<file path="config.mk">
export PLATFORM = sky130hd
export DESIGN_NAME = stio_top
export DESIGN_NICKNAME = d
export VERILOG_FILES = /design/src/stio_pkg.sv /design/src/stio_pwm.sv /design/src/stio_sync.sv /design/src/stio_top.sv
export SDC_FILE = /design/constraint.sdc
export NUM_CORES = 1
export LEC_CHECK = 0
export BUFFER_PORTS_ARGS = -buffer_cell sky130_fd_sc_hd__buf_2
export CAP_MARGIN = 20
export CORE_ASPECT_RATIO = 1.2
export CORE_MARGIN = 2
export CORE_UTILIZATION = 43
export DETAILED_ROUTE_END_ITERATION = 6
export PLACE_DENSITY = 0.66
export SLEW_MARGIN = 20
export SYNTH_ARGS = -nofsm -noshare
export SYNTH_HDL_FRONTEND = slang
export SYNTH_HIERARCHICAL = 1
export SYNTH_SLANG_ARGS = --single-unit
</file>
<file path="constraint.sdc">
create_clock -name CORE_CLK_I -period 7.6 [get_ports CORE_CLK_I]
set_input_delay 1.52 -clock CORE_CLK_I [delete_from_list [all_inputs] [get_ports CORE_CLK_I]]
set_output_delay 1.52 -clock CORE_CLK_I [all_outputs]
set_load 0.01 [all_outputs]
</file>
<file path="src/stio_pkg.sv">
// shared constants and types for the status and trigger pin block
package stio_pkg;

  // pin function selection
  localparam logic [1:0] STIO_FN_SPECIAL = 2'h0;  // state indication or trigger
  localparam logic [1:0] STIO_FN_INPUT   = 2'h1;
  localparam logic [1:0] STIO_FN_OUTPUT  = 2'h2;

  // output source selection
  localparam logic [1:0] STIO_SRC_ONE  = 2'h0;
  localparam logic [1:0] STIO_SRC_ZERO = 2'h1;
  localparam logic [1:0] STIO_SRC_PWM  = 2'h2;

  // trigger-in target selection
  localparam logic [1:0] STIO_TGT_METER = 2'h0;
  localparam logic [1:0] STIO_TGT_DLOG  = 2'h1;
  localparam logic [1:0] STIO_TGT_SEQ   = 2'h2;

  // reset values
  localparam logic [1:0] STIO_FN_RESET  = 2'h0;
  localparam logic       STIO_INV_RESET = 1'b0;

  // timing
  localparam int STIO_CLK_HZ        = 20000000;
  localparam int STIO_MIN_LOW_NS    = 30000;
  localparam int STIO_CLK_PERIOD_NS = 1000000000 / STIO_CLK_HZ;
  // least time rounds up
  localparam int STIO_MIN_LOW_CYC   = (STIO_MIN_LOW_NS + STIO_CLK_PERIOD_NS - 1) / STIO_CLK_PERIOD_NS;

  // pwm counter width
  localparam int STIO_PWM_W = 16;

  typedef enum logic [2:0]
  {
    STIO_TX_IDLE = 3'b001,
    STIO_TX_LOW  = 3'b010,
    STIO_TX_GAP  = 3'b100
  } stio_tx_state_type;

endpackage

</file>
<file path="src/stio_pwm.sv">
// pwm generator with programmable period and high time
module stio_pwm
  import stio_pkg::*;
#(
  parameter int W = STIO_PWM_W
)
(
  input  wire logic         clk_i,
  input  wire logic         srst_i,
  input  wire logic [W-1:0] period_i,
  input  wire logic [W-1:0] high_i,
  output logic              pwm_o
);

  logic [W-1:0] cnt_q;
  logic         pwm_q;

  //////////////////////////////////////////////////////////////////////////////
  // free-running period counter; period 0 is treated as one cycle
  always_ff @(posedge clk_i)
  begin
    if (srst_i)
      cnt_q <= '0;
    else if (cnt_q + W'(1) >= period_i)
      cnt_q <= '0;
    else
      cnt_q <= cnt_q + W'(1);
  end

  // registered output: high while count below the duty threshold
  always_ff @(posedge clk_i)
  begin
    if (srst_i)
      pwm_q <= 1'b0;
    else
      pwm_q <= (cnt_q < high_i);
  end

  assign pwm_o = pwm_q;

endmodule

</file>
<file path="src/stio_sync.sv">
// two-flop synchroniser for asynchronous pin levels
module stio_sync
(
  input  wire logic clk_i,
  input  wire logic srst_i,
  input  wire logic d_i,
  output logic      q_o
);

  logic meta_q;
  logic sync_q;

  //////////////////////////////////////////////////////////////////////////////
  // first stage is read only by the second; reset to idle-high pin level
  always_ff @(posedge clk_i)
  begin
    if (srst_i)
    begin
      meta_q <= 1'b1;
      sync_q <= 1'b1;
    end
    else
    begin
      meta_q <= d_i;
      sync_q <= meta_q;
    end
  end

  assign q_o = sync_q;

endmodule

</file>
<file path="src/stio_top.sv">
// state-indicator pin and trigger pin logic of the digital i/o connector
// Operation
// - state pin offers state indication, level input or digital output; indication default
// - trigger pin offers trigger, level input or digital output
// - each pin has polarity; inverted flips both received and driven signals
// - in indication function the state pin follows the output switch
// - normal polarity: high while switch off, low while switch on
// - inverted polarity: low while switch off, high while switch on
// - input function samples the external level and presents it inside
// - output function drives logic one, logic zero or pwm
// - logic one drives low normally, high inverted
// - logic zero drives high normally, low inverted
// - pwm frequency and duty come from two separate settings
// - trigger function works both ways, chosen by out or in sub-mode
// - trigger-out emits a pulse per internal trigger; triggers arriving during a pulse merge into one more pulse
// - trigger-in starts exactly one selected function per received pulse
module stio_top
  import stio_pkg::*;
#(
  parameter int PWM_W   = STIO_PWM_W,
  parameter int LOW_CYC = STIO_MIN_LOW_CYC
)
(
  input  wire logic             CORE_CLK_I,
  input  wire logic             SRST_I,
  // instrument state
  input  wire logic             OUT_ON_I,
  // state-indicator pin configuration
  input  wire logic [1:0]       STAT_FN_I,
  input  wire logic             STAT_INV_I,
  input  wire logic [1:0]       STAT_SRC_I,
  input  wire logic [PWM_W-1:0] STAT_PWM_PERIOD_I,
  input  wire logic [PWM_W-1:0] STAT_PWM_HIGH_I,
  // trigger pin configuration
  input  wire logic [1:0]       TRIG_FN_I,
  input  wire logic             TRIG_INV_I,
  input  wire logic             TRIG_DIR_OUT_I,
  input  wire logic [1:0]       TRIG_TGT_I,
  input  wire logic [1:0]       TRIG_SRC_I,
  input  wire logic [PWM_W-1:0] TRIG_PWM_PERIOD_I,
  input  wire logic [PWM_W-1:0] TRIG_PWM_HIGH_I,
  // internal trigger events, one-cycle pulses
  input  wire logic             MEAS_TRIG_I,
  input  wire logic             DLOG_TRIG_I,
  input  wire logic             SEQ_TRIG_I,
  // state-indicator pin
  input  wire logic             STAT_PIN_I,
  output logic                  STAT_PIN_O,
  output logic                  STAT_PIN_OE_N_O,
  // trigger pin
  input  wire logic             TRIG_PIN_I,
  output logic                  TRIG_PIN_O,
  output logic                  TRIG_PIN_OE_N_O,
  // sampled levels and started functions
  output logic                  STAT_LEVEL_O,
  output logic                  TRIG_LEVEL_O,
  output logic                  MEAS_START_O,
  output logic                  DLOG_START_O,
  output logic                  SEQ_START_O
);

  localparam int CW = $clog2(LOW_CYC + 1);
  localparam logic [CW-1:0] LOW_LAST = CW'(LOW_CYC - 1);

  logic              stat_raw;
  logic              trig_raw;
  logic              stat_pwm;
  logic              trig_pwm;
  logic              stat_pin_d;
  logic              stat_pin_q;
  logic              stat_oe_n_d;
  logic              stat_oe_n_q;
  logic              trig_pin_d;
  logic              trig_pin_q;
  logic              trig_oe_n_d;
  logic              trig_oe_n_q;
  logic              stat_lvl_q;
  logic              trig_lvl_q;
  logic              trig_act;
  logic              trig_act_prev_q;
  logic              trig_fire;
  logic              meas_q;
  logic              dlog_q;
  logic              seq_q;
  logic              int_trig;
  logic              trig_out_mode;
  logic              trig_in_mode;
  stio_tx_state_type tx_state_q;
  logic [CW-1:0]     tx_cnt_q;
  logic              tx_pending_q;

  //////////////////////////////////////////////////////////////////////////////
  // pin inputs cross into the core clock before any logic reads them
  stio_sync u_stat_sync
  (
    .clk_i  (CORE_CLK_I),
    .srst_i (SRST_I),
    .d_i    (STAT_PIN_I),
    .q_o    (stat_raw)
  );

  stio_sync u_trig_sync
  (
    .clk_i  (CORE_CLK_I),
    .srst_i (SRST_I),
    .d_i    (TRIG_PIN_I),
    .q_o    (trig_raw)
  );

  // one pwm source per pin, each with its own frequency and duty
  stio_pwm #(.W(PWM_W)) u_stat_pwm
  (
    .clk_i    (CORE_CLK_I),
    .srst_i   (SRST_I),
    .period_i (STAT_PWM_PERIOD_I),
    .high_i   (STAT_PWM_HIGH_I),
    .pwm_o    (stat_pwm)
  );

  stio_pwm #(.W(PWM_W)) u_trig_pwm
  (
    .clk_i    (CORE_CLK_I),
    .srst_i   (SRST_I),
    .period_i (TRIG_PWM_PERIOD_I),
    .high_i   (TRIG_PWM_HIGH_I),
    .pwm_o    (trig_pwm)
  );

  //////////////////////////////////////////////////////////////////////////////
  // logic one is the active-low level; polarity flips it
  function automatic logic drive_level(input logic [1:0] src, input logic inv, input logic pwm);
    logic lvl;
    lvl = 1'b1;
    if (src == STIO_SRC_ONE)
      lvl = 1'b0;
    else if (src == STIO_SRC_ZERO)
      lvl = 1'b1;
    else if (src == STIO_SRC_PWM)
      lvl = ~pwm;
    return lvl ^ inv;
  endfunction

  //////////////////////////////////////////////////////////////////////////////
  // state-indicator pin drive; oe_n low means the pin is driven
  always_comb
  begin
    stat_pin_d  = 1'b1;
    stat_oe_n_d = 1'b1;
    case (STAT_FN_I)
      STIO_FN_SPECIAL:
      begin
        stat_oe_n_d = 1'b0;
        stat_pin_d  = ~OUT_ON_I ^ STAT_INV_I;
      end
      STIO_FN_OUTPUT:
      begin
        stat_oe_n_d = 1'b0;
        stat_pin_d  = drive_level(STAT_SRC_I, STAT_INV_I, stat_pwm);
      end
      default:
      begin
        stat_oe_n_d = 1'b1;
        stat_pin_d  = 1'b1;
      end
    endcase
  end

  // registered pin outputs; reset state is indication, normal polarity, switch off
  always_ff @(posedge CORE_CLK_I)
  begin
    if (SRST_I)
    begin
      stat_pin_q  <= 1'b1;
      stat_oe_n_q <= 1'b0;
    end
    else
    begin
      stat_pin_q  <= stat_pin_d;
      stat_oe_n_q <= stat_oe_n_d;
    end
  end

  //////////////////////////////////////////////////////////////////////////////
  // polarity-corrected levels seen by the instrument
  always_ff @(posedge CORE_CLK_I)
  begin
    if (SRST_I)
    begin
      stat_lvl_q <= STIO_INV_RESET;
      trig_lvl_q <= STIO_INV_RESET;
    end
    else
    begin
      stat_lvl_q <= (STAT_FN_I == STIO_FN_INPUT) ? (stat_raw ^ STAT_INV_I) : 1'b0;
      trig_lvl_q <= (TRIG_FN_I == STIO_FN_INPUT) ? (trig_raw ^ TRIG_INV_I) : 1'b0;
    end
  end

  //////////////////////////////////////////////////////////////////////////////
  // trigger-in: active means low at the pin under normal polarity
  assign trig_out_mode = (TRIG_FN_I == STIO_FN_SPECIAL) && TRIG_DIR_OUT_I;
  assign trig_in_mode  = (TRIG_FN_I == STIO_FN_SPECIAL) && !TRIG_DIR_OUT_I;
  assign trig_act      = ~(trig_raw ^ TRIG_INV_I);
  assign trig_fire     = trig_in_mode && trig_act && !trig_act_prev_q;

  // previous active level for edge detection; starts active so an idle pin gives no false edge after reset
  always_ff @(posedge CORE_CLK_I)
  begin
    if (SRST_I)
      trig_act_prev_q <= 1'b1; // a pin held active at reset gives no event under inverted polarity, one under normal polarity
    else
      trig_act_prev_q <= trig_act;
  end

  // exactly one selected function starts per received edge
  always_ff @(posedge CORE_CLK_I)
  begin
    if (SRST_I)
    begin
      meas_q <= 1'b0;
      dlog_q <= 1'b0;
      seq_q  <= 1'b0;
    end
    else
    begin
      meas_q <= trig_fire && (TRIG_TGT_I == STIO_TGT_METER);
      dlog_q <= trig_fire && (TRIG_TGT_I == STIO_TGT_DLOG);
      seq_q  <= trig_fire && (TRIG_TGT_I == STIO_TGT_SEQ);
    end
  end

  //////////////////////////////////////////////////////////////////////////////
  // trigger-out pulse shaper: low phase and recovery gap each last the minimum
  // width; triggers arriving mid-pulse are held as one pending pulse, further ones dropped
  assign int_trig = MEAS_TRIG_I || DLOG_TRIG_I || SEQ_TRIG_I;

  always_ff @(posedge CORE_CLK_I)
  begin
    if (SRST_I)
    begin
      tx_state_q   <= STIO_TX_IDLE;
      tx_cnt_q     <= '0;
      tx_pending_q <= 1'b0;
    end
    else
    begin
      case (tx_state_q)
        STIO_TX_IDLE:
        begin
          tx_cnt_q <= '0;
          if (trig_out_mode && (int_trig || tx_pending_q))
          begin
            tx_state_q   <= STIO_TX_LOW;
            tx_pending_q <= 1'b0;
          end
          else if (!trig_out_mode)
            tx_pending_q <= 1'b0;
        end
        STIO_TX_LOW:
        begin
          if (int_trig)
            tx_pending_q <= 1'b1;
          if (tx_cnt_q == LOW_LAST)
          begin
            tx_state_q <= STIO_TX_GAP;
            tx_cnt_q   <= '0;
          end
          else
            tx_cnt_q <= tx_cnt_q + CW'(1);
        end
        STIO_TX_GAP:
        begin
          if (int_trig)
            tx_pending_q <= 1'b1;
          if (tx_cnt_q == LOW_LAST)
          begin
            tx_state_q <= STIO_TX_IDLE;
            tx_cnt_q   <= '0;
          end
          else
            tx_cnt_q <= tx_cnt_q + CW'(1);
        end
        default:
        begin
          tx_state_q <= STIO_TX_IDLE;
          tx_cnt_q   <= '0;
        end
      endcase
    end
  end

  //////////////////////////////////////////////////////////////////////////////
  // trigger pin drive
  always_comb
  begin
    trig_pin_d  = 1'b1;
    trig_oe_n_d = 1'b1;
    if (trig_out_mode)
    begin
      trig_oe_n_d = 1'b0;
      trig_pin_d  = (tx_state_q != STIO_TX_LOW) ^ TRIG_INV_I;
    end
    else if (TRIG_FN_I == STIO_FN_OUTPUT)
    begin
      trig_oe_n_d = 1'b0;
      trig_pin_d  = drive_level(TRIG_SRC_I, TRIG_INV_I, trig_pwm);
    end
  end

  always_ff @(posedge CORE_CLK_I)
  begin
    if (SRST_I)
    begin
      trig_pin_q  <= 1'b1;
      trig_oe_n_q <= 1'b1;
    end
    else
    begin
      trig_pin_q  <= trig_pin_d;
      trig_oe_n_q <= trig_oe_n_d;
    end
  end

  assign STAT_PIN_O      = stat_pin_q;
  assign STAT_PIN_OE_N_O = stat_oe_n_q;
  assign TRIG_PIN_O      = trig_pin_q;
  assign TRIG_PIN_OE_N_O = trig_oe_n_q;
  assign STAT_LEVEL_O    = stat_lvl_q;
  assign TRIG_LEVEL_O    = trig_lvl_q;
  assign MEAS_START_O    = meas_q;
  assign DLOG_START_O    = dlog_q;
  assign SEQ_START_O     = seq_q;

endmodule

</file>
### Word level (Yosys, flattened, before mapping)

Index checks and enable logic that the tools add are counted.

* flip-flop bits (word level): 62
* input bits: 85
* output and inout bits: 9
* logic and storage cells: 112

* $add $sub $neg: 3
* $lt $le $gt $ge: 4
* equal/unequal tests: 20
* mux-type cells: 23
* bitwise operators: 13
* reduce and logical (&&, ||, !) cells: 28

Operators by type and width (number)
* adder 16 x 1 -> 16 bit, second input constant: 2
* greater-or-equal comparator 16 bit: 2
* < comparator 16 bit: 2
* 2-to-1 mux 1 bit: 17
* OR reduction 2 bit: 6
* adder 10 x 1 -> 10 bit, second input constant: 1
* equality test 10 bit, second input constant: 1
* equality test 2 x 1 -> 1 bit, second input constant: 5
* equality test 2 bit, second input constant: 5
* logical NOT 2 bit: 5
* 2-to-1 mux 3 bit: 3
* one-hot mux 3 bit (3 select lines): 1
* logical AND 1 bit: 8
* inverter 1 bit: 7
* inequality test 2 bit, second input constant: 3
* AND reduction 3 bit: 2
* XOR 1 bit: 6
* one-hot mux 1 bit (2 select lines): 2
* equality test 3 x 1 -> 1 bit, second input constant: 1
* equality test 3 x 2 -> 1 bit, second input constant: 1
* equality test 3 bit, second input constant: 1
* logical OR 1 bit: 3
* inequality test 3 x 2 -> 1 bit, second input constant: 1
* inequality test 3 bit, second input constant: 1
* other kinds (4): 5

### Depth between registers and ports, before layout

* depth after elaboration: 9
* mapped depth: 11
* mapped depth without buffers: 10

### Modules after synthesis

Netlist, hierarchy kept.

Modules (own cells, without submodules)
* stio_pwm: times used 2, cells each 175, area each 1491.4 um^2, sequential area each 340.3 um^2
* stio_top: times used 1, cells each 111, area each 999.7 um^2, sequential area each 480.5 um^2
* stio_sync: times used 2, cells each 4, area each 52.6 um^2, sequential area each 40.0 um^2

### Worst setup path after synthesis

Ideal clock, no wire load.

* path type: in2reg
* start point: input port STAT_PWM_PERIOD_I[9]
* end point: register u_stat_pwm.cnt_q[15]
* setup time: 0.114 ns
* data arrival time: 2.964 ns
* data required time: 7.486 ns
* setup slack: 4.522 ns
* cell stages on the path: 7
* path buffers: 0
* path through: inv_1 ha_1 and4_1 o211ai_1 or4_1 o211ai_2 and2b_1

* longest elaborated chain between the ends: 2

Ends and longest elaborated chain
* start: declaration: line stio_top.sv:32 `input wire logic [PWM_W-1:0] STAT_PWM_PERIOD_I,`
* greater-or-equal comparator 16 bit: line stio_pwm.sv:24 `else if (cnt_q + W'(1) >= period_i)`
* OR reduction 2 bit (no line)
* end signal: assignment: line stio_pwm.sv:27 `cnt_q <= cnt_q + W'(1);`
* end: declaration: line stio_pwm.sv:15 `logic [W-1:0] cnt_q;`

No other way between the ends.
A chain may end at the register's enable or synchronous reset.

### Worst setup path after layout

* start point: input port TRIG_PWM_PERIOD_I[9]
* end point: register u_trig_pwm.cnt_q[15]

* longest elaborated chain between the ends: 2

Ends and longest elaborated chain
* start: declaration: line stio_top.sv:40 `input wire logic [PWM_W-1:0] TRIG_PWM_PERIOD_I,`
* greater-or-equal comparator 16 bit: line stio_pwm.sv:24
* OR reduction 2 bit (no line)
* end signal: assignment: line stio_pwm.sv:27
* end: declaration: line stio_pwm.sv:15

No other way between the ends.

==> flow_summary.ini <==
[setup_path]
r2r_setup_slack_ns = 4.54
worstPathArrival_ns = 3.31
end_kind = flip-flop
crit_path_start_kind = input port
path_cells = buf_2 > inv_1 > ha_1 > and4_1 > o211ai_1 > or4_1 > o211ai_2 > and2b_1
crit_type = in2reg
r2r_cells = 10
cp.required_ns = 7.81
critPathSlowestCell = or4_1
critPathMaxStageDelay_ns = 0.52
worstPathMaxFanout = 16

[sta]
fin_crit_sh = 0.408
slew_headroom = 0.544
holdWs_ns = 0.408
finalWorstPathRequiredPeriod_ns = 3.10
final_max_slew_viol_count = 0
setup_viol = 0
fmax_mhz = 322
tns_ns = 0
final_hold_viol_count = 0
rsz0062_at_grt = false
worst_pin_slew_ns = 0.682
clock_skew_ns = 0.00636

[power_and_ir_drop]
cellPowerDensity_mw_per_mm2 = 157
leakage_nw = 2.53
finalPower_mw = 0.773
peakVddDrop_mv = 0.141

[detailed_routing]
vias_per_cell = 4.92
drc_errors = 0
final_antenna_net_count = 0
firstDrtPassIters = 4
wl_per_cell_um = 12.4
first_iter_violations = 107
routed_wl_um = 8620
num_vias = 3421

[finish]
multi_input_area_mm2 = 0.00256
drive_above_1_share = 0.203
layout_common_cells = buf_2 (93), inv_1 (68), ha_1 (65)
diodes = 0
register_area_mm2 = 0.00124
layout_commonest_cell = buf_2
final_cell_area_mm2 = 0.00493
layout.cells.non_filler = 695
nets = 719
area_growth_pct = 20.7
fill_cells = 893

[die]
die-area_mm2 = 0.0103
die_y_um = 111
core.rowCount = 39
ioPinCount = 94
start_util = 0.436
core_mm2 = 0.00937
fp.dieW_um = 93.0

[synth]
async_reset_ff_frac = 0
netlist_area_mm2 = 0.00409
yosys.cell_types.count = 47
syn_nets = 619
ys_seq_area_frac = 0.304
synthTopCellsByArea = dfxtp_1 (30%), ha_1 (20%), inv_1 (6.2%)
syn_avg_cell_area_um2 = 8.72
ys_ff_latch = 62
yosys_most_used_dff = dfxtp_1
yosys.area.top_type = dfxtp_1
synth_top_cell_area_share = 0.304
synth-edff-count = 0
synth_warnings = 6
synthCells = 469

[cts]
postCtsResizedCells = 0
htreeDepth = 3
post_cts_buffers = 0
clk_pin_slew_ns = 0.05
cts_buffer_depth = 2
cts_buffers = 9
cts_tree = yes
postCtsHoldBufs = 0
clkLatencyLatePin_ns = 0.32
root_buffer = clkbuf_16
cts_num_sinks = 62

[grt]
grt_pass1_wl_um = 14500
grt_max_degree = 19
grt_pass1_vias = 3429
grt_overflow = 0
grt_util_all_layers = 0.174
antenna_found_initial = 0

[place]
numPortBuffers = 93
dpl-instance-area_mm2 = 0.00468
dp_hpwl_um = 7080
placed_cells = 681
gp_congestion = 0.797

[hold_path]
worstHoldPathCells = 1
hp-class = reg2reg

[flow_run]
maxCapViolations = 0

[status]
outcome = complete, no violations
synth_stat cells, types with 8 or more instances:
cell type	instances
dfxtp_1	62
nor3_1	9
inv_1	68
o21ai_0	12
nor2_1	38
a21oi_1	11
xor2_1	17
xnor2_1	22
nand2_1	23
nand3_1	19
nor2b_1	32
ha_1	65
nand4_1	8
area by class of cell:
class                      count  area share
clock inverter                 2     0.00203
inverter                      68      0.0518
tap                          123      0.0312
timing repair buffer          93      0.0944
multi-input combinational    335       0.519
clock buffer                  12      0.0500
sequential                    62       0.252
final timing paths:
check	start	end
worst max-delay path	TRIG_PWM_PERIOD_I[9]	u_trig_pwm/cnt_q[15]
worst min-delay path	u_trig_sync/meta_q	u_trig_sync/q_o
worst max register to register	u_stat_pwm/cnt_q[2]	u_stat_pwm/cnt_q[15]
worst min register to register	u_trig_sync/meta_q	u_trig_sync/q_o
per-stage QoR:
| step | utilization | setup WS (ns) |
|---|---|---|
| after global placement | 0.499 | 4.22 |
| final | 0.526 | 4.50 |
| after global routing | 0.526 | 4.33 |
| after detailed placement | 0.499 | 4.17 |
| after floorplan | - | 4.52 |
| after CTS | 0.526 | 4.50 |
state kept, by name, summed over array words and instances (netlist names):
name and flops:
u_stat_pwm/pwm_o 1, TRIG_PIN_O 1, u_trig_pwm/pwm_o 1, u_stat_sync/q_o 1, tx_cnt_q 10, u_stat_pwm/cnt_q 16
STAT_PIN_OE_N_O 1, tx_pending_q 1, u_trig_pwm/cnt_q 16, MEAS_START_O 1, STAT_PIN_O 1, u_stat_sync/meta_q 1
STAT_LEVEL_O 1, trig_act_prev_q 1, u_trig_sync/meta_q 1, u_trig_sync/q_o 1, TRIG_LEVEL_O 1, TRIG_PIN_OE_N_O 1
SEQ_START_O 1, DLOG_START_O 1, tx_state_q 3
critical path, delay by kind of cell:
family | cells | cell delay, ns
compound gates | 2 | 0.37
fa+ha+maj | 1 | 0.28
buf+inv | 2 | 0.11
simple gates | 3 | 1.02
layer usage:
metal,vias up,share of wire,GRT usage
li1,1801,-,-
met1,1546,0.45,0.204
met2,65,0.50,0.315
met3,9,0.038,0.0326
met4,0,0.013,0.0559
met5,-,0,0
cell families after synthesis:
group	after synthesis	synth area share
and+or+nand+nor	173	0.234
buffers and inverters	72	0.0701
adders and majority gates	65	0.199
DFF	62	0.304
AOI/OAI and AO/OA	57	0.107
xor gates and xnor gates	39	0.0836
muxes	1	0.00245
where the power goes:
group	switching [mW]	internal, mW	total (mW)
clock	0.129	0.224	0.353
sequential	0.00453	0.332	0.337
combinational	0.0407	0.0419	0.0826
total	0.174	0.598	0.773
(Power assumes the default switching activity.)
